$ cat config.mk
export PLATFORM = sky130hd
export DESIGN_NAME = spb_serial_port
export DESIGN_NICKNAME = d
export VERILOG_FILES = /design/src/rtl/spb_serial_port.v
export VERILOG_INCLUDE_DIRS = /design/src /design/src/common
export SDC_FILE = /design/constraint.sdc
export NUM_CORES = 1
export LEC_CHECK = 0
export CORE_UTILIZATION = 40
export DETAILED_ROUTE_END_ITERATION = 10
export DONT_BUFFER_PORTS = 1
export PLACE_DENSITY = 0.61
export SYNTH_ARGS = -nofsm -noshare
export SYNTH_HDL_FRONTEND = slang
export SYNTH_SLANG_ARGS = --single-unit
$ cat constraint.sdc
create_clock -name pclk -period 3.38 [get_ports pclk]
set_input_delay 0.169 -clock pclk [delete_from_list [all_inputs] [get_ports pclk]]
set_output_delay 0.169 -clock pclk [all_outputs]
set_load 0.02 [all_outputs]
$ cat src/common/spb_serial_map.vh
// Register map, field positions and reset values of the serial port
// Assumes an APB bus with 32-bit data and byte addressing
`ifndef SPB_SERIAL_MAP_VH
`define SPB_SERIAL_MAP_VH

// Word offsets
`define SPB_ADDR_BUFFER   12'h000
`define SPB_ADDR_CTRL     12'h004
`define SPB_ADDR_POWER    12'h008
`define SPB_ADDR_T2CTRL   12'h00C
`define SPB_ADDR_T2RELOAD 12'h010

// serial_ctrl_reg fields
`define SPB_CTRL_MODE_HI  7
`define SPB_CTRL_MODE_LO  6
`define SPB_CTRL_MPF      5
`define SPB_CTRL_RXEN     4
`define SPB_CTRL_TX9      3
`define SPB_CTRL_RX9      2
`define SPB_CTRL_TXDONE   1
`define SPB_CTRL_RXDONE   0

// power_ctrl_reg field
`define SPB_POWER_DOUBLER 7

// timer_two_ctrl fields
`define SPB_T2_EXTFLAG    6
`define SPB_T2_RXCLK      5
`define SPB_T2_TXCLK      4
`define SPB_T2_EXTEN      3
`define SPB_T2_RUN        2

// Reset values
`define SPB_RST_BYTE      8'h00
`define SPB_RST_WORD      16'h0000

// Timing
`define SPB_MCYCLE_LAST   4'd11
`define SPB_SCLK_RISE     4'd6
`define SPB_SAMPLE_A      4'd7
`define SPB_SAMPLE_C      4'd9

`endif

$ cat src/rtl/spb_serial_port.v
// Full-duplex serial port with four modes, multiprocessor filter and a timer 2 baud generator
// Assumes pclk is the oscillator clock, an APB master on the bus side and timer 1 overflow as a pclk pulse
//
// Overview of operation
// - Transmit and receive run concurrently, but mode 0 receive waits for transmit; unread byte blocks next
// - Buffer write feeds transmitter; read returns receive register
// - Mode 0: data on bidir pin, shift clock out
// - Mode 1: start, eight data, stop into ninth
// - Modes 2/3: ninth bit sent, received ninth stored
// - Mode 2 rate osc/64, or osc/32 doubled
// - Mode 3 frames like mode 2, timer rate
// - Buffer write always starts a transmission
// - Mode 0 receive starts on enable, flag clear
// - Async receive starts on start bit when enabled
// - Filter: modes 2/3 flag only ninth set
// - Filter ignored mode 0; mode 1 needs stop
// - Modes 1/3 clocked by timer 1 or 2
// - Timer 1 rate: 2^doubler/32 of overflows
// - Timer 2 control codes select tx/rx clocking
// - Baud codes carry run bit already
// - Trigger pin never reloads timer 2 here
// - Timer 2 counts state times, silent reload
// - Receiver oversamples x16, realigns on falling edge
// - Final shift, release frame, set transmit flag
module spb_serial_port (
    input  wire        pclk,
    input  wire        presetn,
    input  wire        psel,
    input  wire        penable,
    input  wire        pwrite,
    input  wire [11:0] paddr,
    input  wire [31:0] pwdata,
    output reg  [31:0] prdata,
    output reg         pready,
    output reg         pslverr,
    input  wire        timer_one_overflow,
    input  wire        timer_two_trigger_pin,
    input  wire        serial_in_pin_i,
    output reg         serial_in_pin_o,
    output reg         serial_in_pin_oe_n,
    output reg         serial_out_pin,
    output reg         serial_irq
);
`include "spb_serial_map.vh"

localparam [2:0] TX_IDLE = 3'b001;
localparam [2:0] TX_SEND = 3'b010;
localparam [2:0] TX_DONE = 3'b100;

function maj3;
    input [2:0] v;
    begin
        maj3 = (v[0] & v[1]) | (v[0] & v[2]) | (v[1] & v[2]);
    end
endfunction

////////////////////////////////////////////////////////////////////////////////
// Registers and pin synchronisers
reg  [7:0]  ctrl_q;
reg  [7:0]  power_q;
reg  [7:0]  t2ctrl_q;
reg  [15:0] t2reload_q;
reg  [15:0] t2cnt_q;
reg  [7:0]  rxbuf_q;
reg         rxd_s1_q, rxd_s2_q, rxd_s3_q;
reg         trg_s1_q, trg_s2_q, trg_s3_q;

wire [1:0] mode    = {ctrl_q[`SPB_CTRL_MODE_HI], ctrl_q[`SPB_CTRL_MODE_LO]};
wire       mode0   = (mode == 2'd0);
wire       doubler = power_q[`SPB_POWER_DOUBLER];
wire       acc     = psel & penable & pready;
wire       wr_ev   = acc & pwrite;
wire       wr_buf  = wr_ev & (paddr == `SPB_ADDR_BUFFER);
wire       wr_ctrl = wr_ev & (paddr == `SPB_ADDR_CTRL);

always @(posedge pclk or negedge presetn) begin
    if (!presetn) begin
        rxd_s1_q <= 1'b1;
        rxd_s2_q <= 1'b1;
        rxd_s3_q <= 1'b1;
        trg_s1_q <= 1'b1;
        trg_s2_q <= 1'b1;
        trg_s3_q <= 1'b1;
    end else begin
        rxd_s1_q <= serial_in_pin_i;
        rxd_s2_q <= rxd_s1_q;
        rxd_s3_q <= rxd_s2_q;
        trg_s1_q <= timer_two_trigger_pin;
        trg_s2_q <= trg_s1_q;
        trg_s3_q <= trg_s2_q;
    end
end

////////////////////////////////////////////////////////////////////////////////
// Baud sources
reg  [3:0] mc_q;
reg  [1:0] pre_q;
reg        st_q;
reg        t1_half_q;
wire       mc_tick = (mc_q == `SPB_MCYCLE_LAST);
wire       t2_on   = t2ctrl_q[`SPB_T2_RUN] & (t2ctrl_q[`SPB_T2_RXCLK] | t2ctrl_q[`SPB_T2_TXCLK]);
wire       t2_ovf  = t2_on & st_q & (t2cnt_q == 16'hFFFF);
wire       t1_tick = timer_one_overflow & (doubler | t1_half_q);
wire       m2_tick = doubler ? pre_q[0] : (pre_q == 2'd3);
wire       tx16 = (mode == 2'd2) ? m2_tick : (t2ctrl_q[`SPB_T2_TXCLK] ? t2_ovf : t1_tick);
wire       rx16 = (mode == 2'd2) ? m2_tick : (t2ctrl_q[`SPB_T2_RXCLK] ? t2_ovf : t1_tick);

always @(posedge pclk or negedge presetn) begin
    if (!presetn) begin
        mc_q      <= 4'd0;
        pre_q     <= 2'd0;
        st_q      <= 1'b0;
        t1_half_q <= 1'b0;
        t2cnt_q   <= `SPB_RST_WORD;
    end else begin
        mc_q      <= mc_tick ? 4'd0 : mc_q + 4'd1;
        pre_q     <= pre_q + 2'd1;
        st_q      <= ~st_q;
        t1_half_q <= t1_half_q ^ timer_one_overflow;
        // The counter has no bus access of its own, so a reload write presets it too
        if (wr_ev & (paddr == `SPB_ADDR_T2RELOAD)) begin
            t2cnt_q <= pwdata[15:0];
        end else if (t2_on & st_q) begin
            t2cnt_q <= t2_ovf ? t2reload_q : t2cnt_q + 16'd1;
        end
    end
end

////////////////////////////////////////////////////////////////////////////////
// Transmitter
reg  [2:0]  tx_st_q;
reg  [10:0] tx_sh_q;
reg  [3:0]  tx_bits_q;
reg  [3:0]  tx_div_q;
reg         tx_m0_q;
reg         txd_q;
wire        tx_bit = tx_m0_q ? mc_tick : (tx16 & (tx_div_q == 4'hF));
wire        tx_set = (tx_st_q == TX_DONE);

always @(posedge pclk or negedge presetn) begin
    if (!presetn) begin
        tx_st_q   <= TX_IDLE;
        tx_sh_q   <= 11'h7FF;
        tx_bits_q <= 4'd0;
        tx_div_q  <= 4'd0;
        tx_m0_q   <= 1'b0;
        txd_q     <= 1'b1;
    end else begin
        if (tx16) begin
            tx_div_q <= tx_div_q + 4'd1;
        end
        if (wr_buf) begin
            tx_st_q <= TX_SEND;
            tx_m0_q <= mode0;
            case (mode)
                2'd0: begin
                    tx_sh_q   <= {3'b111, pwdata[7:0]};
                    tx_bits_q <= 4'd8;
                end
                2'd1: begin
                    tx_sh_q   <= {2'b11, pwdata[7:0], 1'b0};
                    tx_bits_q <= 4'd10;
                end
                default: begin
                    tx_sh_q   <= {1'b1, ctrl_q[`SPB_CTRL_TX9], pwdata[7:0], 1'b0};
                    tx_bits_q <= 4'd11;
                end
            endcase
        end else begin
            case (tx_st_q)
                TX_SEND: begin
                    if (tx_bit) begin
                        if (tx_bits_q == 4'd0) begin
                            tx_st_q <= TX_DONE;
                            txd_q   <= 1'b1;
                        end else begin
                            txd_q     <= tx_sh_q[0];
                            tx_sh_q   <= {1'b1, tx_sh_q[10:1]};
                            tx_bits_q <= tx_bits_q - 4'd1;
                        end
                    end
                end
                TX_DONE: tx_st_q <= TX_IDLE;
                TX_IDLE: tx_st_q <= TX_IDLE;
                default: tx_st_q <= TX_IDLE;
            endcase
        end
    end
end

////////////////////////////////////////////////////////////////////////////////
// Receiver
reg         rx_busy_q;
reg         rx_m0_q;
reg  [3:0]  rx_div_q;
reg  [3:0]  rx_bits_q;
reg  [10:0] rx_sh_q;
reg  [1:0]  rx_vote_q;
reg         rx_done_q;
reg         rx_ok_q;
reg  [7:0]  rx_data_q;
reg         rx_ninth_q;
// Pins stay idle until a machine-cycle boundary puts bit 0 out, so no clock pulse carries stale data
wire        tx0_busy = tx_m0_q & (tx_st_q == TX_SEND) & (tx_bits_q != 4'd8);
wire        rx_bit   = maj3({rx_vote_q, rxd_s2_q});
wire [3:0]  rx_total = (mode == 2'd1) ? 4'd10 : 4'd11;
wire        rx_fall  = rxd_s3_q & ~rxd_s2_q;

always @(posedge pclk or negedge presetn) begin
    if (!presetn) begin
        rx_busy_q  <= 1'b0;
        rx_m0_q    <= 1'b0;
        rx_div_q   <= 4'd0;
        rx_bits_q  <= 4'd0;
        rx_sh_q    <= 11'h7FF;
        rx_vote_q  <= 2'b11;
        rx_done_q  <= 1'b0;
        rx_ok_q    <= 1'b0;
        rx_data_q  <= `SPB_RST_BYTE;
        rx_ninth_q <= 1'b0;
    end else begin
        rx_done_q <= 1'b0;
        if (!rx_busy_q) begin
            if (mode0 & ctrl_q[`SPB_CTRL_RXEN] & ~ctrl_q[`SPB_CTRL_RXDONE] & ~tx0_busy & mc_tick) begin
                rx_busy_q <= 1'b1;
                rx_m0_q   <= 1'b1;
                rx_bits_q <= 4'd0;
            end else if (~mode0 & ctrl_q[`SPB_CTRL_RXEN] & rx_fall) begin
                rx_busy_q <= 1'b1;
                rx_m0_q   <= 1'b0;
                rx_div_q  <= 4'd0;
                rx_bits_q <= 4'd0;
            end
        end else if (rx_m0_q) begin
            if (mc_tick) begin
                rx_sh_q   <= {rxd_s2_q, rx_sh_q[10:1]};
                rx_bits_q <= rx_bits_q + 4'd1;
                if (rx_bits_q == 4'd7) begin
                    rx_busy_q <= 1'b0;
                    rx_done_q <= 1'b1;
                    rx_ok_q   <= 1'b1;
                    rx_data_q <= {rxd_s2_q, rx_sh_q[10:4]};
                end
            end
        end else if (rx16) begin
            rx_div_q <= rx_div_q + 4'd1;
            if (rx_div_q >= `SPB_SAMPLE_A && rx_div_q < `SPB_SAMPLE_C) begin
                rx_vote_q <= {rx_vote_q[0], rxd_s2_q};
            end
            if (rx_div_q == `SPB_SAMPLE_C) begin
                if (rx_bits_q == 4'd0 && rx_bit) begin
                    rx_busy_q <= 1'b0;
                end else begin
                    rx_sh_q   <= {rx_bit, rx_sh_q[10:1]};
                    rx_bits_q <= rx_bits_q + 4'd1;
                    if (rx_bits_q == rx_total - 4'd1) begin
                        rx_busy_q <= 1'b0;
                        rx_done_q <= 1'b1;
                        if (mode == 2'd1) begin
                            rx_data_q  <= rx_sh_q[10:3];
                            rx_ninth_q <= rx_bit;
                            rx_ok_q    <= ~ctrl_q[`SPB_CTRL_MPF] | rx_bit;
                        end else begin
                            rx_data_q  <= rx_sh_q[9:2];
                            rx_ninth_q <= rx_sh_q[10];
                            rx_ok_q    <= ~ctrl_q[`SPB_CTRL_MPF] | rx_sh_q[10];
                        end
                    end
                end
            end
        end
    end
end

wire rx_take = rx_done_q & rx_ok_q & ~ctrl_q[`SPB_CTRL_RXDONE];

////////////////////////////////////////////////////////////////////////////////
// Software registers
always @(posedge pclk or negedge presetn) begin
    if (!presetn) begin
        ctrl_q     <= `SPB_RST_BYTE;
        power_q    <= `SPB_RST_BYTE;
        t2ctrl_q   <= `SPB_RST_BYTE;
        t2reload_q <= `SPB_RST_WORD;
        rxbuf_q    <= `SPB_RST_BYTE;
    end else begin
        if (wr_ctrl) begin
            ctrl_q[7:2] <= pwdata[7:2];
        end
        ctrl_q[`SPB_CTRL_TXDONE] <= tx_set | (wr_ctrl ? pwdata[`SPB_CTRL_TXDONE] : ctrl_q[`SPB_CTRL_TXDONE]);
        ctrl_q[`SPB_CTRL_RXDONE] <= rx_take | (wr_ctrl ? pwdata[`SPB_CTRL_RXDONE] : ctrl_q[`SPB_CTRL_RXDONE]);
        if (rx_take) begin
            rxbuf_q <= rx_data_q;
            if (!rx_m0_q) begin
                ctrl_q[`SPB_CTRL_RX9] <= rx_ninth_q;
            end
        end
        if (wr_ev & (paddr == `SPB_ADDR_POWER)) begin
            power_q <= pwdata[7:0];
        end
        if (wr_ev & (paddr == `SPB_ADDR_T2CTRL)) begin
            t2ctrl_q <= pwdata[7:0];
        end
        // A trigger edge in the same cycle as a write still sets the flag
        if (t2ctrl_q[`SPB_T2_EXTEN] & trg_s3_q & ~trg_s2_q) begin
            t2ctrl_q[`SPB_T2_EXTFLAG] <= 1'b1;
        end
        if (wr_ev & (paddr == `SPB_ADDR_T2RELOAD)) begin
            t2reload_q <= pwdata[15:0];
        end
    end
end

////////////////////////////////////////////////////////////////////////////////
// APB answer and pins
reg  [31:0] rd_mux;
reg         rd_bad;

always @* begin
    rd_bad = 1'b0;
    case (paddr)
        `SPB_ADDR_BUFFER:   rd_mux = {24'h00_0000, rxbuf_q};
        `SPB_ADDR_CTRL:     rd_mux = {24'h00_0000, ctrl_q};
        `SPB_ADDR_POWER:    rd_mux = {24'h00_0000, power_q};
        `SPB_ADDR_T2CTRL:   rd_mux = {24'h00_0000, t2ctrl_q};
        `SPB_ADDR_T2RELOAD: rd_mux = {16'h0000, t2reload_q};
        default: begin
            rd_mux = 32'h0000_0000;
            rd_bad = 1'b1;
        end
    endcase
end

always @(posedge pclk or negedge presetn) begin
    if (!presetn) begin
        prdata             <= 32'h0000_0000;
        pready             <= 1'b0;
        pslverr            <= 1'b0;
        serial_in_pin_o    <= 1'b1;
        serial_in_pin_oe_n <= 1'b1;
        serial_out_pin     <= 1'b1;
        serial_irq         <= 1'b0;
    end else begin
        pready  <= psel & penable & ~pready;
        pslverr <= psel & penable & ~pready & rd_bad;
        prdata  <= (psel & penable & ~pready & ~pwrite) ? rd_mux : 32'h0000_0000;
        serial_in_pin_o    <= tx0_busy ? txd_q : 1'b1;
        serial_in_pin_oe_n <= ~tx0_busy;
        if (tx0_busy | (rx_busy_q & rx_m0_q)) begin
            serial_out_pin <= (mc_q >= `SPB_SCLK_RISE);
        end else begin
            serial_out_pin <= mode0 | txd_q;
        end
        serial_irq <= ctrl_q[`SPB_CTRL_TXDONE] | ctrl_q[`SPB_CTRL_RXDONE];
    end
end

endmodule // spb_serial_port

==> results.yml, run 1 <==
run_status:
  outcome: "complete, but fails checks"
  violations: "design-rule violations, negative hold slack"
critical_path:
  slowest_delay_ns: 0.60
  crit_required_ns: 3.73
  crit_arrival_ns: 3.31
  start_kind: "flop"
  reg2reg_from: "t2cnt_q[0]$_DFFE_PN0P_"
  critPathSlowestCell: "or4_4"
  endpoint_kind: "flop"
  path_class: "flop to flop"
  path_cells: "ha_1, nand3_1, or3_1, or4_4, a31o_1, or4_1, a21oi_1"
  reg2reg_slack_ns: 0.42
  crit_fanout: 8
  crit_start: "t2cnt_q[0]$_DFFE_PN0P_"
global_routing:
  grt_pass1_wl_um: 29200
  grt_util_met2_pct: 30.2
  grt.overflow.total: 0
  grt_max_degree: 156
  grt.total_usage_pct: 19.2
  busiest_layer: "met2"
  met3_usage_pct: 3.52
  grt.met1_usage_pct: 27.0
  grt_pass1_vias: 5401
  antenna_found_initial: 0
yosys:
  synth-adder-area-share_pct: 2.13
  synth-seq-area-share_pct: 52.2
  syn-instance-count: 753
  synth_enable_flop_cells: 0
  ys.flop_type: "dfrtp_1"
  syn_area_mm2: 0.00751
  synth_top_family_by_area: "simple AND/OR/NAND/NOR gates"
  synth_largest_area_cell: "dfrtp_1"
  netlist.area_leader.share_pct: 41.0
  avgSynthCellArea_um2: 9.98
  muxShareOfSynthArea_pct: 8.69
  ys_types: 59
  synth_compound_area_share_pct: 14.4
  synth-simple-area-share_pct: 17.3
  synth-xor-area-share_pct: 0.816
  yosys-top-cells-area: "dfrtp_1 41%, dfstp_2 11%, mux2_2 6.3%"
  synth.ff_latch_count: 155
  synth-async-reset-ratio_pct: 100
  ys_warn_count: 0
sta:
  relSlewSlack_pct: 36.4
  drv_slew: 0
  fmax_ghz: 0.338
  period_needed_ns: 2.96
  setup_violations: 0
  rsz0062_at_grt: "false"
  fin_setup_tns_ns: 0
  finClkSkew_ns: 0.0102
  whs_ns: -0.549
  worst_slew_pin_slew_ns: 0.955
  finalHoldViolations: 155
  fin_crit_sh_pct: 87.6
floorplanning:
  num_rows: 49
  die_x_um: 139
  die_h_um: 139
  dieArea_mm2: 0.0193
  core_mm2: 0.0182
  ioPinCount: 90
  start_util_pct: 41.3
cells_and_area:
  layout.nets: 832
  final_common_cell: "dfrtp_1"
  stdcell_count: 1011
  layout_common_cells: "123 x dfrtp_1, 122 x nand2_1, 62 x o21ai_0, 42 x mux2_2, 37 x a21oi_1"
  stdcell_area_mm2: 0.00849
  drive_above_1_share_pct: 16.5
  syn2layout_area_growth_pct: 13.0
  fillers: 1697
pwr:
  power_density_mw_per_mm2: 509
  ir_worst_vdd_uv: 258
  power.leakage_nw: 3.85
place:
  port_buffers: 0
  dp_hpwl_um: 12000
  place_congestion: 0.887
  dpl_cell_area_mm2: 0.00769
  dp.cells: 957
clocking:
  cts_resized: 0
  postCtsSetupRepairBufs: 0
  cts_made_buffers: 17
  cts_root_buf: "clkbuf_16"
  cts_hold_buffers: 21
  cts.sink_count: 155
  clock_latency_ns: 0.43
  path_clk_slew_ns: 0.07
  cts_tree: "built"
  clk_path_buf_depth: 2
  cts_htree_levels: 4
detailed_routing:
  drt_pass1_iterations: 9
  drc: 12
  wirelength_um: 17900
  ant_nets: 0
  wl_per_cell_um: 17.7
  vias: 5711
  first_iter_violations: 469
  viasPerCell: 5.65
flow_run:
  max-cap-violations: 0
hold_path:
  hold_class: "input port to asynchronous set/reset pin"
logic make-up after synthesis:
family,count (synthesis)
AND/OR/NAND/NOR,271
AO/OA/AOI/OAI,174
flip-flops,155
buffers and inverters,72
multiplexers,60
adder cells (fa/ha/maj),13
XOR/XNOR,7
other,1
flip-flops by register name, indices dropped and copies added, names as in the netlist, 8 cells and up:
signal      count
prdata         16
t2cnt_q        16
t2reload_q     16
tx_sh_q        10
rx_sh_q         9
ctrl_q          8
power_q         8
rx_data_q       8
rxbuf_q         8
t2ctrl_q        8
final cells by class:
| type | count | area, um^2 | share of cell area [%] |
|---|---|---|---|
| tap | 229 | 287 | 3.37 |
| clock inverter | 15 | 161 | 1.90 |
| timing repair buffer | 35 | 315 | 3.71 |
| sequential | 155 | 3920 | 46.1 |
| clock buffer | 17 | 425 | 5.01 |
| multi-input combinational | 541 | 3310 | 39.0 |
| antenna | 1 | 2.50 | 0.0295 |
| inverter | 18 | 67.6 | 0.796 |
routing by layer:
metal	routed length [um]	vias up
met5	0	-
li1	-	2694
met1	8400	2816
met4	245	0
met2	8350	184
met3	863	17
worst paths after layout:
| check | end | cells past startpoint |
|---|---|---|
| setup / recovery | tx_bits_q[2]$_DFFE_PN0P_ | 7 |
| hold reg to reg | rxd_s2_q$_DFF_PN1_ | 0 |
| hold / removal | prdata[15]$_DFF_PN0_ | 0 |
| min in group pclk | tx_sh_q[4]$_DFFE_PN1P_ | 3 |
| setup reg to reg | tx_bits_q[2]$_DFFE_PN0P_ | 7 |
| max in group asynchronous | tx_st_q[0]$_DFFE_PN1P_ | 0 |
critical path, delay by kind of cell, from the launching register on:
kind | cells | cell delay [ns]
AOI/OAI and AO/OA | 2 | 0.46
DFF | 1 | 0.40
adders and majority gates | 1 | 0.21
and+or+nand+nor | 4 | 1.82
stage by stage:
step	utilization (%)	setup WS (ns)	total power [mW]
after detailed placement	42.2	0.466	2.42
after global placement	42.2	0.481	2.39
after floorplan	-	0.698	2.35
after global routing	46.6	0.290	4.50
final	46.6	0.417	4.33
after CTS	46.6	0.458	4.36
cells in the mapped netlist (12+ instances only):
cell,n
and3_1,17
a31oi_1,21
nand2_1,122
a21oi_1,37
nor2_1,36
o21ai_0,62
nor3_1,15
clkbuf_1,33
dfrtp_1,123
mux2i_1,18
dfstp_2,32
buf_4,16
ha_1,12
mux2_2,42
inv_1,18
nand3_1,25
power by group:
| group | switching (mW) | internal, mW |
|---|---|---|
| Combinational | 0.179 | 0.159 |
| Clock | 0.808 | 1.10 |
| Sequential | 0.107 | 1.97 |
(Power assumes the default switching activity.)
==> inputs of run 2 (changes only) <==
==> constraint.sdc (replaced) <==
create_clock -name pclk -period 3.38 [get_ports pclk]
set_input_delay 0 -clock pclk [delete_from_list [all_inputs] [get_ports pclk]]
set_output_delay 0 -clock pclk [all_outputs]
set_load 0.02 [all_outputs]
==> results.yml, run 2 (synthesis results as in run 1) <==
floorplanning:
  die_h_um: 139
  num_rows: 49
  die_x_um: 139
  core_mm2: 0.0182
  dieArea_mm2: 0.0193
  start_util_pct: 41.3
  ioPinCount: 90
cells_and_area:
  drive_above_1_share_pct: 16.7
  fillers: 1698
  layout.nets: 835
  multi_input_area_mm2: 0.00332
  num_antenna_cells: 0
  reg_top3: "prdata (16), t2cnt_q (16), t2reload_q (16)"
  layout_common_cells: "122 x nand2_1, 122 x dfrtp_1, 62 x o21ai_0, 42 x mux2_2, 37 x a21oi_1"
  seq_area_mm2: 0.00392
  syn2layout_area_growth_pct: 14.1
global_routing:
  busiest_layer: "met2"
  grt.met1_usage_pct: 25.5
  grt_pass1_vias: 5715
  met3_usage_pct: 4.28
  grt.overflow.total: 0
  grt_max_degree: 156
  grt.total_usage_pct: 19.6
  grt_util_met2_pct: 31.6
  grt_pass1_wl_um: 29700
  antenna_found_initial: 0
sta:
  worst_slew_pin_slew_ns: 0.965
  finClkSkew_ns: 0.0202
  whs_ns: -0.727
  setup_ws_ns: 0.144
  rsz0062_at_grt: "false"
  fmax_ghz: 0.309
  finalHoldViolations: 155
  drv_slew: 0
  fin_setup_tns_ns: 0
  relSlewSlack_pct: 35.7
  period_needed_ns: 3.24
  setup_violations: 0
  fin_crit_sh_pct: 95.7
pwr:
  p_sw_mw: 1.08
  power.leakage_nw: 3.88
  power_density_mw_per_mm2: 519
  switching_share_pct: 24.2
  intPower_mw: 3.37
  p_seq_share_pct: 46.7
  comb_power_share_pct: 7.8
  p_clk_share_pct: 45.5
  ir_worst_vdd_uv: 269
clocking:
  cts_made_buffers: 17
  clk_path_buf_depth: 2
  cts_tree: "built"
  path_clk_slew_ns: 0.06
  clock_latency_ns: 0.44
  cts_htree_levels: 4
  cts_hold_buffers: 25
  cts_root_buf: "clkbuf_16"
  postCtsSetupRepairBufs: 0
  cts.sink_count: 155
detailed_routing:
  first_iter_violations: 450
  drt_pass1_iterations: 8
  vias: 5786
  wirelength_um: 18100
  drc: 6
  wl_per_cell_um: 17.9
  ant_nets: 0
  viasPerCell: 5.71
run_status:
  outcome: "complete, but fails checks"
  violations: "design-rule violations, negative hold slack"
critical_path:
  crit_fanout: 9
  crit_start: "t2cnt_q[0]$_DFFE_PN0P_"
  slowest_delay_ns: 0.60
  path_cells: "ha_1, nand3_2, or3_4, or4_4, a31o_2, buf_4, o21ai_0, a32oi_1, dlygate4sd3_1"
  crit_arrival_ns: 3.60
  crit_required_ns: 3.75
  endpoint_kind: "flop"
  start_kind: "flop"
  critPathSlowestCell: "dlygate4sd3_1"
  path_class: "flop to flop"
  reg2reg_from: "t2cnt_q[0]$_DFFE_PN0P_"
hold_path:
  hold_class: "input port to asynchronous set/reset pin"
place:
  port_buffers: 0
  place_worst_setup_slack_ns: 0.474
  place_congestion: 0.863
  dp_hpwl_um: 12100
flow_run:
  max-cap-violations: 0
## run 2: cell types whose count changed in the layout (fill, tap and decap cells not counted), moves of 2 or more
| cell | change |
|---|---|
| bufinv_16 | +2 |
| clkinv_4 | +5 |
| dlygate4sd3_1 | +4 |
| inv_6 | -4 |
| inv_8 | -2 |
## run 2: per-stage QoR
stage	utilization [%]	hold slack, ns	cells	area [um^2]	total power [mW]
2_1_floorplan	-	-0.296	768	7570	2.35
3_3_place_gp	42.2	-0.282	956	7680	2.39
3_5_place_dp	42.2	-0.281	956	7680	2.42
4_1_cts	47.0	-0.737	1013	8560	4.48
5_1_grt	47.1	-0.743	1013	8570	4.63
6_report	47.1	-0.727	1013	8570	4.45
## run 2: metal layers
layer	share of wire, %	wire length, um
met5	0	0
met3	5.3	955
met2	48	8620
met4	2.3	420
met1	45	8120
## run 2: timing repair
item,CTS,global route
endpoints found under the setup margin,0,2
resized for setup,0,4
endpoints found under the hold margin,233,155
## run 2: cell type report
| type | instances | share of cell area, % |
|---|---|---|
| clock buffers | 18 | 5.01 |
| clock inverters | 14 | 2.28 |
| inverters | 18 | 0.788 |
| multi-input cells | 541 | 38.8 |
| flip-flops and latches | 155 | 45.7 |
| well taps | 229 | 3.34 |
| repair buffers | 38 | 4.06 |
## run 2: worst paths after layout
kind                                             endpoint  cells past startpoint  slack (ns)
worst min-delay path            t2reload_q[7]$_DFFE_PN0P_                      0       -0.73
min in group pclk                     prdata[7]$_DFF_PN0_                      4        0.01
worst max-delay path               tx_sh_q[5]$_DFFE_PN1P_                      9        0.14
worst max register to register     tx_sh_q[5]$_DFFE_PN1P_                      9        0.14
worst min register to register         rxd_s2_q$_DFF_PN1_                      0        0.36
max in group asynchronous       serial_in_pin_o$_DFF_PN1_                      0        3.81
## run 2: power groups by stage
stage	Clock [mW]	Combinational (mW)	Sequential, mW
3_3_place_gp	0	0.288	2.10
6_report	2.02	0.345	2.08
3_5_place_dp	0	0.311	2.11
5_1_grt	2.14	0.390	2.09
4_1_cts	2.06	0.348	2.08
2_1_floorplan	0	0.267	2.08
## run 2: worst max-delay path: cells and delay by family, from the launching register on
| kind | cells | cell delay [ns] |
|---|---|---|
| simple gates | 3 | 1.22 |
| compound gates | 3 | 0.53 |
| buf+inv | 2 | 0.78 |
| fa+ha+maj | 1 | 0.23 |
| flops | 1 | 0.41 |
==> inputs of run 3 (changes only) <==
Settings changed: CORE_ASPECT_RATIO set to 1.75, CORE_MARGIN set to 2, SLEW_MARGIN set to 40.
==> results.yml, run 3 (synthesis results as in run 1) <==
run_status:
  outcome: "complete, but fails checks"
  violations: "negative hold slack"
flow_run:
  max-cap-violations: 0
pwr:
  fin_total_pwr_mw: 4.30
  power_density_mw_per_mm2: 503
  ir_worst_vdd_uv: 349
  power.leakage_nw: 3.87
place:
  place_congestion: 0.860
  port_buffers: 0
  place_worst_setup_slack_ns: 0.446
  dp_hpwl_um: 13300
  dpl_cell_area_mm2: 0.00773
sta:
  rsz0062_at_grt: "false"
  drv_slew: 0
  whs_ns: -0.738
  fmax_ghz: 0.308
  worst_slew_pin_slew_ns: 0.836
  relSlewSlack_pct: 44.3
  finClkSkew_ns: 0.00608
  fin_setup_tns_ns: 0
  period_needed_ns: 3.24
  fin_crit_sh_pct: 96.0
  finalHoldViolations: 155
  setup_violations: 0
  setup_ws_ns: 0.137
detailed_routing:
  drc: 0
  wirelength_um: 19200
  ant_nets: 0
  wl_met1_um: 7000
  first_iter_violations: 442
  drt_pass1_iterations: 5
  wl_per_cell_um: 18.7
  wl_met3_um: 705
  wl_met2_um: 10200
  vias: 5870
  highest_layer: "met4"
  viasPerCell: 5.72
clocking:
  cts_hold_buffers: 23
  cts_made_buffers: 17
  path_clk_slew_ns: 0.06
  cts_root_buf: "clkbuf_16"
  cts_tree: "built"
  cts.sink_count: 155
  cts_htree_levels: 4
  clock_latency_ns: 0.43
  postCtsSetupRepairBufs: 0
  clk_path_buf_depth: 2
cells_and_area:
  drive_above_1_share_pct: 17.2
  stdcell_area_mm2: 0.00856
  fillers: 1742
  syn2layout_area_growth_pct: 13.9
  reg_top3: "prdata (16), t2cnt_q (16), t2reload_q (16)"
  final_common_cell: "dfrtp_1"
  layout.nets: 838
  layout_common_cells: "123 x dfrtp_1, 122 x nand2_1, 62 x o21ai_0, 42 x mux2_2, 37 x a21oi_1"
floorplanning:
  ioPinCount: 90
  start_util_pct: 40.6
  die_x_um: 108
  die_h_um: 185
  dieArea_mm2: 0.0199
  core_mm2: 0.0185
  num_rows: 66
critical_path:
  path_cells: "ha_1, nand3_2, or3_4, or4_4, a31o_1, buf_4, o21ai_0, a32oi_1, dlygate4sd3_1"
  crit_required_ns: 3.74
  crit_arrival_ns: 3.60
  crit_fanout: 12
  path_buf_inv: 2
  crit_start: "t2cnt_q[0]$_DFFE_PN0P_"
  critPathSlowestCell: "dlygate4sd3_1"
  path_class: "flop to flop"
  reg2reg_from: "t2cnt_q[0]$_DFFE_PN0P_"
  endpoint_kind: "flop"
  start_kind: "flop"
  slowest_delay_ns: 0.61
  critPathTopFamily: "simple AND/OR/NAND/NOR gates"
global_routing:
  grt_pass1_wl_um: 31200
  grt.total_usage_pct: 20.4
  antenna_found_initial: 1
  grt_max_degree: 156
  grt_pass1_vias: 6034
  grt.overflow.total: 0
hold_path:
  hold_class: "input port to asynchronous set/reset pin"
run 3: path summary, 6_finish.rpt:
| check | to | slack, ns | depth (start not counted) |
|---|---|---|---|
| max | tx_sh_q[2]$_DFFE_PN1P_ | 0.14 | 9 |
| min | t2reload_q[2]$_DFFE_PN0P_ | -0.74 | 0 |
| max reg2reg | tx_sh_q[2]$_DFFE_PN1P_ | 0.14 | 9 |
| min reg2reg | rxd_s2_q$_DFF_PN1_ | 0.36 | 0 |
| max in group asynchronous | txd_q$_DFFE_PN1P_ | 3.80 | 0 |
| min in group pclk | prdata[6]$_DFF_PN0_ | 0.03 | 4 |
run 3: routing by layer:
layer / global-route usage (%) / vias to the layer above
met1: 20.6 / 2927
met3: 3.62 / 65
met2: 37.0 / 165
met5: 0 / -
met4: 14.1 / 0
li1: - / 2713
run 3: metrics by stage:
step	util (%)	instances
after global routing	46.3	1027
after global placement	41.8	970
after CTS	46.2	1025
after floorplan	-	768
final	46.3	1027
after detailed placement	41.8	970
run 3: cell type report:
type	count	area, um^2	share of cell area [%]
Antenna cell	2	5.00	0.0585
Timing Repair Buffer	41	365	4.27
Clock buffer	19	443	5.18
Multi-Input combinational cell	541	3330	38.9
Clock inverter	13	134	1.56
Inverter	18	67.6	0.789
Tap cell	238	298	3.48
Sequential cell	155	3920	45.8
run 3: power breakdown:
| group | switching, mW | internal, mW |
|---|---|---|
| logic | 0.190 | 0.162 |
| clock network | 0.817 | 1.05 |
| registers | 0.113 | 1.97 |
| total | 1.12 | 3.18 |
run 3: what timing repair did:
| action | 4_1_cts | 5_1_grt |
|---|---|---|
| endpoints found under the hold margin | 233 | 155 |
| setup endpoints to repair | 0 | 1 |
| resized for setup | 0 | 2 |
